**src/verilog/dacc_pkg.sv**
```systemverilog
`default_nettype none
package dacc_pkg;
  // register indices; each register takes one aligned 32-bit word
  localparam int DACC_CONTROL_INDEX = 0;
  localparam int DACC_SAMPLE_INDEX  = 1;
  localparam int DACC_STATUS_INDEX  = 2;
  // byte addresses on the bus are four times the index
  localparam logic [11:0] DACC_CONTROL_OFFSET = 12'(DACC_CONTROL_INDEX * 4);
  localparam logic [11:0] DACC_SAMPLE_OFFSET  = 12'(DACC_SAMPLE_INDEX * 4);
  localparam logic [11:0] DACC_STATUS_OFFSET  = 12'(DACC_STATUS_INDEX * 4);
  // control field positions
  localparam int DACC_ENABLE_BIT   = 0;
  localparam int DACC_PIN_OUT_BIT  = 6;
  localparam int DACC_RUN_STBY_BIT = 7;
  localparam logic [7:0] DACC_CONTROL_MASK  = 8'hc1;
  localparam logic [7:0] DACC_CONTROL_RESET = 8'h00;
  localparam logic [7:0] DACC_SAMPLE_RESET  = 8'h00;
  // start-up time after power-up of the core
  localparam int DACC_CLK_MHZ       = 50;
  localparam int DACC_STARTUP_NS    = 1000;
  localparam int DACC_STARTUP_CYC   = (DACC_STARTUP_NS * DACC_CLK_MHZ + 999) / 1000;
  localparam int DACC_STARTUP_W     = 8;
  typedef enum logic [2:0] {
    DACC_OFF   = 3'b001,
    DACC_WARM  = 3'b010,
    DACC_RUN   = 3'b100
  } dacc_state_t;
endpackage : dacc_pkg
`default_nettype wire

```
**src/verilog/dacc_control.sv**
```systemverilog
// Register access over APB was chosen for this implementation.
`default_nettype none
module dacc_control
  import dacc_pkg::*;
#(
  parameter int STARTUP_CYCLES = DACC_STARTUP_CYC
) (
  // clock and reset
  input  wire logic        pclk,
  input  wire logic        presetn,
  input  wire logic        clk_en,
  // apb slave
  input  wire logic        psel,
  input  wire logic        penable,
  input  wire logic        pwrite,
  input  wire logic [11:0] paddr,
  input  wire logic [31:0] pwdata,
  output logic      [31:0] prdata,
  output logic             pready,
  output logic             pslverr,
  // system sleep state
  input  wire logic        standby_sleep,
  input  wire logic        powerdown_sleep,
  input  wire logic        per_clk_avail,
  input  wire logic        debug_halt,
  // analog core
  output logic             core_power,
  output logic             buffer_power,
  output logic             internal_out_valid,
  output logic      [7:0]  sample_code,
  output logic             conv_start
);
  logic [7:0]  dac_control;
  logic [7:0]  dac_sample_value;
  logic [7:0]  next_dac_control;
  logic [7:0]  next_dac_sample_value;
  dacc_state_t state;
  dacc_state_t next_state;
  logic        pending;
  logic        next_pending;
  logic        next_conv_start;
  logic        next_core_power;
  logic        next_buffer_power;
  logic        next_internal_out_valid;
  logic [7:0]  next_sample_code;
  logic [31:0] next_prdata;
  logic        next_pready;
  logic        next_pslverr;
  logic        wr_control;
  logic        wr_sample;
  logic        rd_hit;
  logic        access;
  logic        ena;
  logic        sleeping;
  logic        timer_start;
  logic        timer_abort;
  logic        warm_done;

  dacc_apb_slave u_bus (
    .psel       (psel),
    .penable    (penable),
    .pwrite     (pwrite),
    .paddr      (paddr),
    .wr_control (wr_control),
    .wr_sample  (wr_sample),
    .rd_hit     (rd_hit),
    .access     (access)
  );

  dacc_startup_timer #(
    .COUNT (STARTUP_CYCLES)
  ) u_timer (
    .pclk    (pclk),
    .presetn (presetn),
    .clk_en  (clk_en),
    .start   (timer_start),
    .abort   (timer_abort),
    .done    (warm_done)
  );

  // register file; debug_halt deliberately unused so halting changes nothing
  always_comb begin
    next_dac_control      = dac_control;
    next_dac_sample_value = dac_sample_value;
    next_pready           = 1'b0;
    next_pslverr          = 1'b0;
    next_prdata           = prdata;
    if (wr_control && !pready) begin
      next_dac_control = pwdata[7:0] & DACC_CONTROL_MASK;
    end
    if (wr_sample && !pready) begin
      next_dac_sample_value = pwdata[7:0];
    end
    // one wait state: pready rises the cycle after the access phase begins
    if (access && !pready) begin
      next_pready  = 1'b1;
      next_pslverr = !rd_hit;
      next_prdata  = 32'h0000_0000;
      if (!pwrite) begin
        case (paddr)
          DACC_CONTROL_OFFSET: next_prdata = {24'h00_0000, dac_control};
          DACC_SAMPLE_OFFSET:  next_prdata = {24'h00_0000, dac_sample_value};
          DACC_STATUS_OFFSET:  next_prdata = {29'h0000_0000, state};
          default:             next_prdata = 32'h0000_0000;
        endcase
      end
    end
  end

  always_ff @(posedge pclk or negedge presetn) begin
    if (!presetn) begin
      dac_control      <= DACC_CONTROL_RESET;
      dac_sample_value <= DACC_SAMPLE_RESET;
      prdata           <= 32'h0000_0000;
      pready           <= 1'b0;
      pslverr          <= 1'b0;
    end else if (clk_en) begin
      dac_control      <= next_dac_control;
      dac_sample_value <= next_dac_sample_value;
      prdata           <= next_prdata;
      pready           <= next_pready;
      pslverr          <= next_pslverr;
    end
  end

  // converter power sequencing
  always_comb begin
    ena      = dac_control[DACC_ENABLE_BIT];
    sleeping = powerdown_sleep
               || (standby_sleep && !(dac_control[DACC_RUN_STBY_BIT] && per_clk_avail));
    next_state              = state;
    next_pending            = pending;
    next_conv_start         = 1'b0;
    next_sample_code        = sample_code;
    timer_start             = 1'b0;
    timer_abort             = 1'b0;
    // a sample write during warm-up is held and converted once ready
    if (wr_sample && !pready) begin
      next_pending = 1'b1;
    end
    case (state)
      DACC_OFF: begin
        if (ena && !sleeping) begin
          timer_start  = 1'b1;
          next_pending = 1'b1;
          next_state   = DACC_WARM;
        end
      end
      DACC_WARM: begin
        if (!ena || sleeping) begin
          timer_abort = 1'b1;
          next_state  = DACC_OFF;
        end else if (warm_done) begin
          next_state = DACC_RUN;
        end
      end
      DACC_RUN: begin
        if (!ena || sleeping) begin
          next_state = DACC_OFF;
        end else if (pending && !(wr_sample && !pready)) begin
          // a write landing now supersedes the held code: one strobe, next cycle
          next_pending     = 1'b0;
          next_conv_start  = 1'b1;
          next_sample_code = dac_sample_value;
        end
      end
      default: begin
        next_state = DACC_OFF;
      end
    endcase
    next_core_power         = (next_state != DACC_OFF);
    next_buffer_power       = next_core_power && dac_control[DACC_PIN_OUT_BIT];
    next_internal_out_valid = (next_state == DACC_RUN);
  end

  always_ff @(posedge pclk or negedge presetn) begin
    if (!presetn) begin
      state              <= DACC_OFF;
      pending            <= 1'b0;
      conv_start         <= 1'b0;
      sample_code        <= DACC_SAMPLE_RESET;
      core_power         <= 1'b0;
      buffer_power       <= 1'b0;
      internal_out_valid <= 1'b0;
    end else if (clk_en) begin
      state              <= next_state;
      pending            <= next_pending;
      conv_start         <= next_conv_start;
      sample_code        <= next_sample_code;
      core_power         <= next_core_power;
      buffer_power       <= next_buffer_power;
      internal_out_valid <= next_internal_out_valid;
    end
  end
endmodule // dacc_control
`default_nettype wire

```
**src/verilog/dacc_startup_timer.sv**
```systemverilog
`default_nettype none
module dacc_startup_timer
  import dacc_pkg::*;
#(
  parameter int COUNT = DACC_STARTUP_CYC
) (
  // clock and reset
  input  wire logic pclk,
  input  wire logic presetn,
  input  wire logic clk_en,
  // control
  input  wire logic start,
  input  wire logic abort,
  output logic      done
);
  logic [DACC_STARTUP_W-1:0] count;
  logic [DACC_STARTUP_W-1:0] next_count;
  logic                      next_done;

  always_comb begin
    next_count = count;
    next_done  = 1'b0;
    if (abort) begin
      next_count = '0;
    end else if (start) begin
      next_count = DACC_STARTUP_W'(COUNT);
    end else if (count != '0) begin
      next_count = count - 1'b1;
      next_done  = (count == DACC_STARTUP_W'(1));
    end
  end

  always_ff @(posedge pclk or negedge presetn) begin
    if (!presetn) begin
      count <= '0;
      done  <= 1'b0;
    end else if (clk_en) begin
      count <= next_count;
      done  <= next_done;
    end
  end
endmodule // dacc_startup_timer
`default_nettype wire

```
**src/verilog/dacc_apb_slave.sv**
```systemverilog
`default_nettype none
module dacc_apb_slave
  import dacc_pkg::*;
(
  // apb request
  input  wire logic        psel,
  input  wire logic        penable,
  input  wire logic        pwrite,
  input  wire logic [11:0] paddr,
  // decoded strokes
  output logic             wr_control,
  output logic             wr_sample,
  output logic             rd_hit,
  output logic             access
);
  logic mapped;

  always_comb begin
    access     = psel && penable;
    mapped     = (paddr == DACC_CONTROL_OFFSET) || (paddr == DACC_SAMPLE_OFFSET)
                 || (paddr == DACC_STATUS_OFFSET);
    wr_control = access && pwrite && (paddr == DACC_CONTROL_OFFSET);
    wr_sample  = access && pwrite && (paddr == DACC_SAMPLE_OFFSET);
    rd_hit     = mapped;
  end
endmodule // dacc_apb_slave
`default_nettype wire

```
**config.mk**
```make
export PLATFORM = sky130hd
export DESIGN_NAME = dacc_control
export DESIGN_NICKNAME = d
export VERILOG_FILES = /design/src/verilog/dacc_pkg.sv /design/src/verilog/dacc_control.sv /design/src/verilog/dacc_startup_timer.sv /design/src/verilog/dacc_apb_slave.sv
export SDC_FILE = /design/constraint.sdc
export NUM_CORES = 1
export LEC_CHECK = 0
export BUFFER_PORTS_ARGS = -buffer_cell sky130_fd_sc_hd__buf_4
export CORE_MARGIN = 3
export CORE_UTILIZATION = 44
export DETAILED_ROUTE_END_ITERATION = 6
export PLACE_DENSITY = 0.77
export RECOVER_POWER = 25
export SETUP_SLACK_MARGIN = 0.15
export SLEW_MARGIN = 20
export SYNTH_ARGS = -nofsm -noshare
export SYNTH_HDL_FRONTEND = slang
export SYNTH_HIERARCHICAL = 1
export SYNTH_SLANG_ARGS = --single-unit
```
**constraint.sdc**
```tcl
create_clock -name pclk -period 1.85 [get_ports pclk]
set_clock_uncertainty 0.1 [all_clocks]
set_input_delay 0.37 -clock pclk [delete_from_list [all_inputs] [get_ports pclk]]
set_output_delay 0.37 -clock pclk [all_outputs]
set_load 0.01 [all_outputs]
```
==> results of run 1 <==
==> cell usage in the layout (no fill, tap or decap), types with 3 or more instances in the layout <==
cell and count:
conb_1 24, inv_1 10, mux2_4 8, buf_6 7
clkbuf_8 5, nor2_1 3, or4_4 3, nor2b_1 4
o21ai_2 3, o21ai_1 6, mux2_2 12, a21oi_1 3
nor4_4 3, nand3_1 5, dfrtp_1 45, a31oi_1 5
nor3_1 5, o21ai_0 13, a22o_1 4, buf_4 76
mux2i_1 3, nand3b_1 3, nand2_1 10, nor4_1 4
==> registers in the layout (all words and copies together), names as in the netlist <==
register / flops
sample_code: 8
pending: 1
prdata: 8
pslverr: 1
dac_sample_value: 8
conv_start: 1
u_timer/count: 8
core_power: 1
buffer_power: 1
u_timer/done: 1
pready: 1
dac_control: 3
state: 3
internal_out_valid: 1
==> cells by family (layout without fill, tap and decap cells) <==
family	after synthesis	count (layout)	share of synthesized area
AO/OA/AOI/OAI	51	51	0.1325
XOR/XNOR	1	1	0.003513
adder cells (fa/ha/maj)	2	2	0.01003
buffers and inverters	42	106	0.1084
flip-flops	46	46	0.4621
multiplexers	23	23	0.1039
other	1	24	0.001504
AND/OR/NAND/NOR	68	69	0.1781
==> worst reg2reg max path: stages (launching register included) <==
cell     delay, ns
dfrtp_1       0.39
a21bo_1       0.20
and3b_2       0.23
buf_6         0.12
nor4_4        0.16
buf_6         0.18
or2_4         0.13
o21ai_2       0.05
a22o_1        0.22
==> path summary, 6_finish.rpt <==
check | startpoint | endpoint | slack [ns] | cells after the start
worst min register to register | prdata[1]$_DFFE_PN0P_ | prdata[1]$_DFFE_PN0P_ | 0.39 | 2
worst min-delay path | pwdata[4] | dac_sample_value[4]$_DFFE_PN0P_ | 0.20 | 2
min in group asynchronous | presetn | u_timer/count[6]$_DFFE_PN0P_ | 0.72 | 2
worst max register to register | dac_control[7]$_DFFE_PN0P_ | u_timer/count[3]$_DFFE_PN0P_ | -0.05 | 8
worst max-delay path | paddr[10] | dac_sample_value[3]$_DFFE_PN0P_ | -0.06 | 7
max in group asynchronous | presetn | dac_control[6]$_DFFE_PN0P_ | 0.23 | 2
==> through the flow <==
| step | setup TNS, ns | power (mW) | instance area [µm²] |
|---|---|---|---|
| floorplan | -2.307 | 1.573 | 2665 |
| global placement | -7.971 | 1.760 | 3092 |
| detailed placement | -8.448 | 1.785 | 3092 |
| CTS | -0.7936 | 2.549 | 3368 |
| global route | -2.610 | 2.681 | 3445 |
| finish | -0.7566 | 2.551 | 3445 |
==> repair_timing <==
action,4_1_cts,5_1_grt
resized for setup,24,9
gates cloned,1,0
endpoints found under the setup margin,29,30
pin swaps,10,7
endpoints found under the hold margin,45,0
hold buffers,1,0
buffers inserted,7,5
==> routing by layer <==
metal | wire (µm) | GRT usage
met1 | 2613 | 0.2495
met2 | 2946 | 0.3168
met3 | 380 | 0.03548
met4 | 75 | 0.05574
met5 | 0 | 0
==> power breakdown <==
part / leakage [nW] / internal (mW) / switching, mW
clock: 0.0585 / 0.405 / 0.341
combinational: 1.04 / 0.301 / 0.311
sequential: 0.625 / 1.09 / 0.109
total: 1.72 / 1.79 / 0.760
==> layout make-up <==
type / count / area share
flip-flops and latches: 46 / 0.3345
multi-input cells: 170 / 0.3956
repair buffers: 87 / 0.1998
clock inverters: 3 / 0.01271
well taps: 70 / 0.02543
clock buffers: 5 / 0.01998
inverters: 11 / 0.01199
==> impl_metrics.yaml, run 1 <==
timing:
  fin_crit_ns: 1.907
  relSlewSlack: 0.2408
  max_freq_ghz: 0.5244
  holdWs_ns: 0.1967
  setup_ws_ns: -0.05697
  finalHoldViolCount: 0
  final.period_utilization: 1.031
  rsz0062_at_grt: "true"
  slew_violations: 0
  tightest_slew_ns: 1.139
  setup_viol: 20
critical_path:
  cp_data_arrival_time_ns: 1.99
  critPathLaunchType: "input pin"
  crit_path_end_kind: "flop"
  slowest_stage: "or4_4"
  critPathTopFamily: "simple AND/OR/NAND/NOR gates"
  critical-path-max-stage-delay_ns: 0.55
  critPathBufInv: 3
  critPathKind: "input pin to flop"
  crit_path_max_fanout: 9
  path_cells: "buf_6 > or4_4 > nor4_4 > buf_4 > nand3_4 > buf_12 > mux2_2"
  critical_path_required_ns: 1.93
global_route:
  grt_overflow_total: 0
  grt_pass1_vias: 2069
  grt_start_max_net_pins: 47
  grt_pass1_wl_um: 9735
  grtUsageTotal: 0.1896
  grt_antenna_before_repair: 0
clock_network:
  path_clk_slew_ns: 0.09
  cts_buffers: 5
  clock_path_buffers: 2
  cts_tree: "built"
  cts-htree-levels: 2
  cts.sinks: 46
  insertion_delay_ns: 0.30
  root_buffer: "clkbuf_8"
yosys:
  yosysTopAreaCell: "dfrtp_1"
  yosys-top-cells-count: "dfrtp_1, buf_4, o21ai_0"
  synth_top_area_share: 0.4516
  yosys-top-cells-area: "dfrtp_1, mux2_2, buf_4"
  yosys.cell_types.count: 55
  syn_area_per_cell_um2: 10.66
  syn-instance-count: 234
  synth_ff_type: "dfrtp_1"
  yosysSeqAreaShare: 0.4621
  ys_seq_elements: 46
  syn-cell-area_um2: 2494
  synth_edf_count: 0
  yosysMostFrequentCell: "dfrtp_1"
  synthArstFlopShare: 1.000
  yosys_warnings: 6
final_layout:
  antenna_cells: 0
  multi_input_area_um2: 1363
  drive_gt1_frac: 0.4658
  seqCellArea_um2: 1152
  nNetsFinal: 377
  final_core_util: 0.6496
  nFillCells: 428
  finalNonFillerCells: 392
  area_growth_pct: 38.13
floorplanning:
  io_pins: 100
  rows: 26
  die_w_um: 81.28
  start_util: 0.4703
  die-area_um2: 6606
  die_h_um: 81.28
  coreArea_um2: 5303
routing:
  remaining_drc_errors: 0
  avgViaCountPerCell: 5.258
  drt_iter0_drc: 94
  finalWirelength_um: 6016
  firstDrtPassIters: 4
  via_count: 2061
  antenna_left: 0
  wl_per_cell_um: 15.35
outcome:
  status: "finished, violations left"
  violations: "negative setup slack"
placed_design:
  hpwl_um: 4191
  dpl.cell_count: 370
  post-place-ws_ns: -0.4120
  globalplace.congestion: 0.8376
  port_buffers: 50
pwr:
  peakVddDrop_mv: 0.5757
  power_per_cell_area_nw_per_um2: 740.7
  p_leak_nw: 1.719
run:
  max_cap_violations: 0
hold_path:
  hp-class: "input pin to flop"
(Power assumes the default switching activity.)
==> run 2, diff against run 1 <==
ABC_AREA = 1   (was default)
PLACE_DENSITY = 0.76   (was 0.77)
==> run 2 against run 1 <==
The run now ends clean. Sequential power about the same. Critical path depth increased by 4. Utilization decreased by 6.5 points. Synthesized cell count increased by 45%. Hold slack got worse by 0.019 ns. Sequential share of layout area increased by 1.5 points. Die area increased by 5.4%. Cell area decreased by 4.2%. Largest power group unchanged.
==> impl_metrics.yaml, run 2 <==
outcome:
  status: "finished clean"
critical_path:
  critical-path-max-stage-delay_ns: 0.43
  path_cells: "nand2_2 > nand2_2 > nand2_4 > nor2_4 > nand2_1 > inv_2 > nor2_4 > nand3_4 > o21ai_4 > nand2_1 > nand2_1"
  r2r_setup_slack_ns: 0.18
  crit_path_max_fanout: 5
  crit_path_end_kind: "flop"
  slowest_stage: "dfrtp_1"
  critPathLaunchType: "flop"
  critPathKind: "flop to flop"
  critical_path_required_ns: 2.00
  cp_data_arrival_time_ns: 1.82
  worst_r2r_path_depth: 11
  path_common_cell: "nand2_1"
final_layout:
  antenna_cells: 0
  nFillCells: 528
  final_cell_mix: "nand2_1, buf_4, dfrtp_1, inv_1, nand3_1"
  area_growth_pct: 24.98
  layout_commonest_cell: "nand2_1"
  nNetsFinal: 461
  drive_gt1_frac: 0.2709
timing:
  relSlewSlack: 0.6201
  tightest_slew_ns: 0.5699
  rsz0062_at_grt: "true"
  final.period_utilization: 0.9032
  tns_ns: 0
  fin_crit_ns: 1.671
  setup_viol: 0
  holdWs_ns: 0.1780
  finalHoldViolCount: 0
  slew_violations: 0
  max_freq_ghz: 0.5985
yosys:
  yosys_warnings: 6
  yosysSeqAreaShare: 0.4365
  synth_top_family_by_area: "simple AND/OR/NAND/NOR gates"
  synth_edf_count: 0
  yosysMostFrequentCell: "nand2_1"
  ys_seq_elements: 46
  syn-instance-count: 340
  yosys.cell_types.count: 34
  yosys.area_share.simple: 0.3408
  synth_top_area_share: 0.4265
  yosys-top-cells-count: "nand2_1, dfrtp_1, nand3_1"
  syn-cell-area_um2: 2640
  syn_area_per_cell_um2: 7.765
  muxShareOfSynthArea: 0.02133
  yosys-top-cells-area: "dfrtp_1, nand2_1, buf_4"
  synth_ff_type: "dfrtp_1"
  synth-xor-area-share: 0.003318
  synth-compound-area-share: 0.05166
  yosysTopAreaCell: "dfrtp_1"
  synthArstFlopShare: 1.000
  yosys.area_share.adder: 0.009479
placed_design:
  port_buffers: 50
  globalplace.congestion: 0.8658
  hpwl_um: 4463
floorplanning:
  die_h_um: 83.46
  coreArea_um2: 5642
  die-area_um2: 6966
  start_util: 0.4680
  die_w_um: 83.46
  rows: 27
  io_pins: 100
global_route:
  grt_pass1_wl_um: 9701
  grt_pass1_vias: 2160
  grt_antenna_before_repair: 0
  grt_overflow_total: 0
  grt_start_max_net_pins: 47
  grtUsageTotal: 0.1679
routing:
  wl_per_cell_um: 12.73
  antenna_left: 0
  finalWirelength_um: 6085
  firstDrtPassIters: 4
  remaining_drc_errors: 0
  drt_iter0_drc: 147
  avgViaCountPerCell: 4.862
  via_count: 2324
hold_path:
  hp-class: "input pin to flop"
  whs_path_depth: 2
clock_network:
  cts.sinks: 46
  root_buffer: "clkbuf_8"
  path_clk_slew_ns: 0.09
  cts-htree-levels: 2
  cts_buffers: 5
  cts_tree: "built"
  clock_path_buffers: 2
  insertion_delay_ns: 0.30
run:
  max_cap_violations: 0
pwr:
  power_per_cell_area_nw_per_um2: 867.4
  p_leak_nw: 1.789
  peakVddDrop_mv: 0.7890
[run 2: critical path: cells and delay by family, from the launching register on]
kind            cells  cell delay [ns]
buf+inv             1             0.05
simple gates        9             0.80
compound gates      1             0.22
flops               1             0.43
[run 2: logic make-up (layout without fill, tap and decap cells)]
| family | after synthesis | count (layout) |
|---|---|---|
| XOR/XNOR | 1 | 1 |
| buffers and inverters | 67 | 109 |
| adder cells (fa/ha/maj) | 2 | 2 |
| AND/OR/NAND/NOR | 194 | 194 |
| other | 1 | 24 |
| AO/OA/AOI/OAI | 24 | 25 |
| multiplexers | 5 | 5 |
| flip-flops | 46 | 46 |
[run 2: per-stage QoR]
| step | total power, mW | utilization | setup slack, ns | cell area (µm²) | instances |
|---|---|---|---|---|---|
| 3_3_place_gp | 1.861 | 0.5394 | 0.08493 | 3043 | 465 |
| 6_report | 2.862 | 0.5848 | 0.1791 | 3299 | 478 |
| 2_1_floorplan | 1.732 | - | 0.2314 | 2726 | 363 |
| 5_1_grt | 3.017 | 0.5848 | 0.06261 | 3299 | 478 |
| 4_1_cts | 2.790 | 0.5691 | 0.1533 | 3211 | 475 |
| 3_5_place_dp | 1.880 | 0.5394 | 0.04506 | 3043 | 465 |
[run 2: power breakdown]
group | total [mW] | internal [mW] | switching (mW) | leakage, nW
clock | 0.893 | 0.541 | 0.352 | 0.0683
sequential | 1.19 | 1.09 | 0.104 | 0.625
combinational | 0.775 | 0.282 | 0.493 | 1.10
total | 2.86 | 1.91 | 0.949 | 1.79
[run 2: worst paths after layout]
check | start | to
worst max-delay path | dac_control[7]$_DFFE_PN0P_ | u_timer/count[7]$_DFFE_PN0P_
worst min-delay path | pwdata[3] | dac_sample_value[3]$_DFFE_PN0P_
worst min register to register | sample_code[5]$_DFFE_PN0P_ | sample_code[5]$_DFFE_PN0P_
worst max register to register | dac_control[7]$_DFFE_PN0P_ | u_timer/count[7]$_DFFE_PN0P_
max in group asynchronous | presetn | state[1]$_DFFE_PN0P_
min in group asynchronous | presetn | dac_sample_value[4]$_DFFE_PN0P_
[run 2: layer usage]
layer	vias to the layer above	GRT usage	wire length, µm
met4	0	0.04386	85
li1	1152	-	-
met2	65	0.2966	3110
met3	9	0.03554	382
met1	1098	0.2086	2506
met5	-	0	0
[run 2: area by class of cell]
class	instances	area, µm²	share of cell area
Multi-Input combinational cell	251	1301	0.3944
Sequential cell	46	1154	0.3496
Timing Repair Buffer	62	467.9	0.1418
Inverter	39	148.9	0.04513
Tap cell	72	90.09	0.02730
Clock buffer	5	68.82	0.02086
Clock inverter	3	68.82	0.02086
[run 2: timing repair]
| action | 4_1_cts | 5_1_grt |
|---|---|---|
| endpoints found under the setup margin | 7 | 9 |
| hold buffers | 1 | 0 |
| pin swaps | 1 | 10 |
| setup buffers | 0 | 3 |
| cloned | 1 | 0 |
| gates resized for setup | 4 | 15 |
| endpoints found under the hold margin | 45 | 0 |
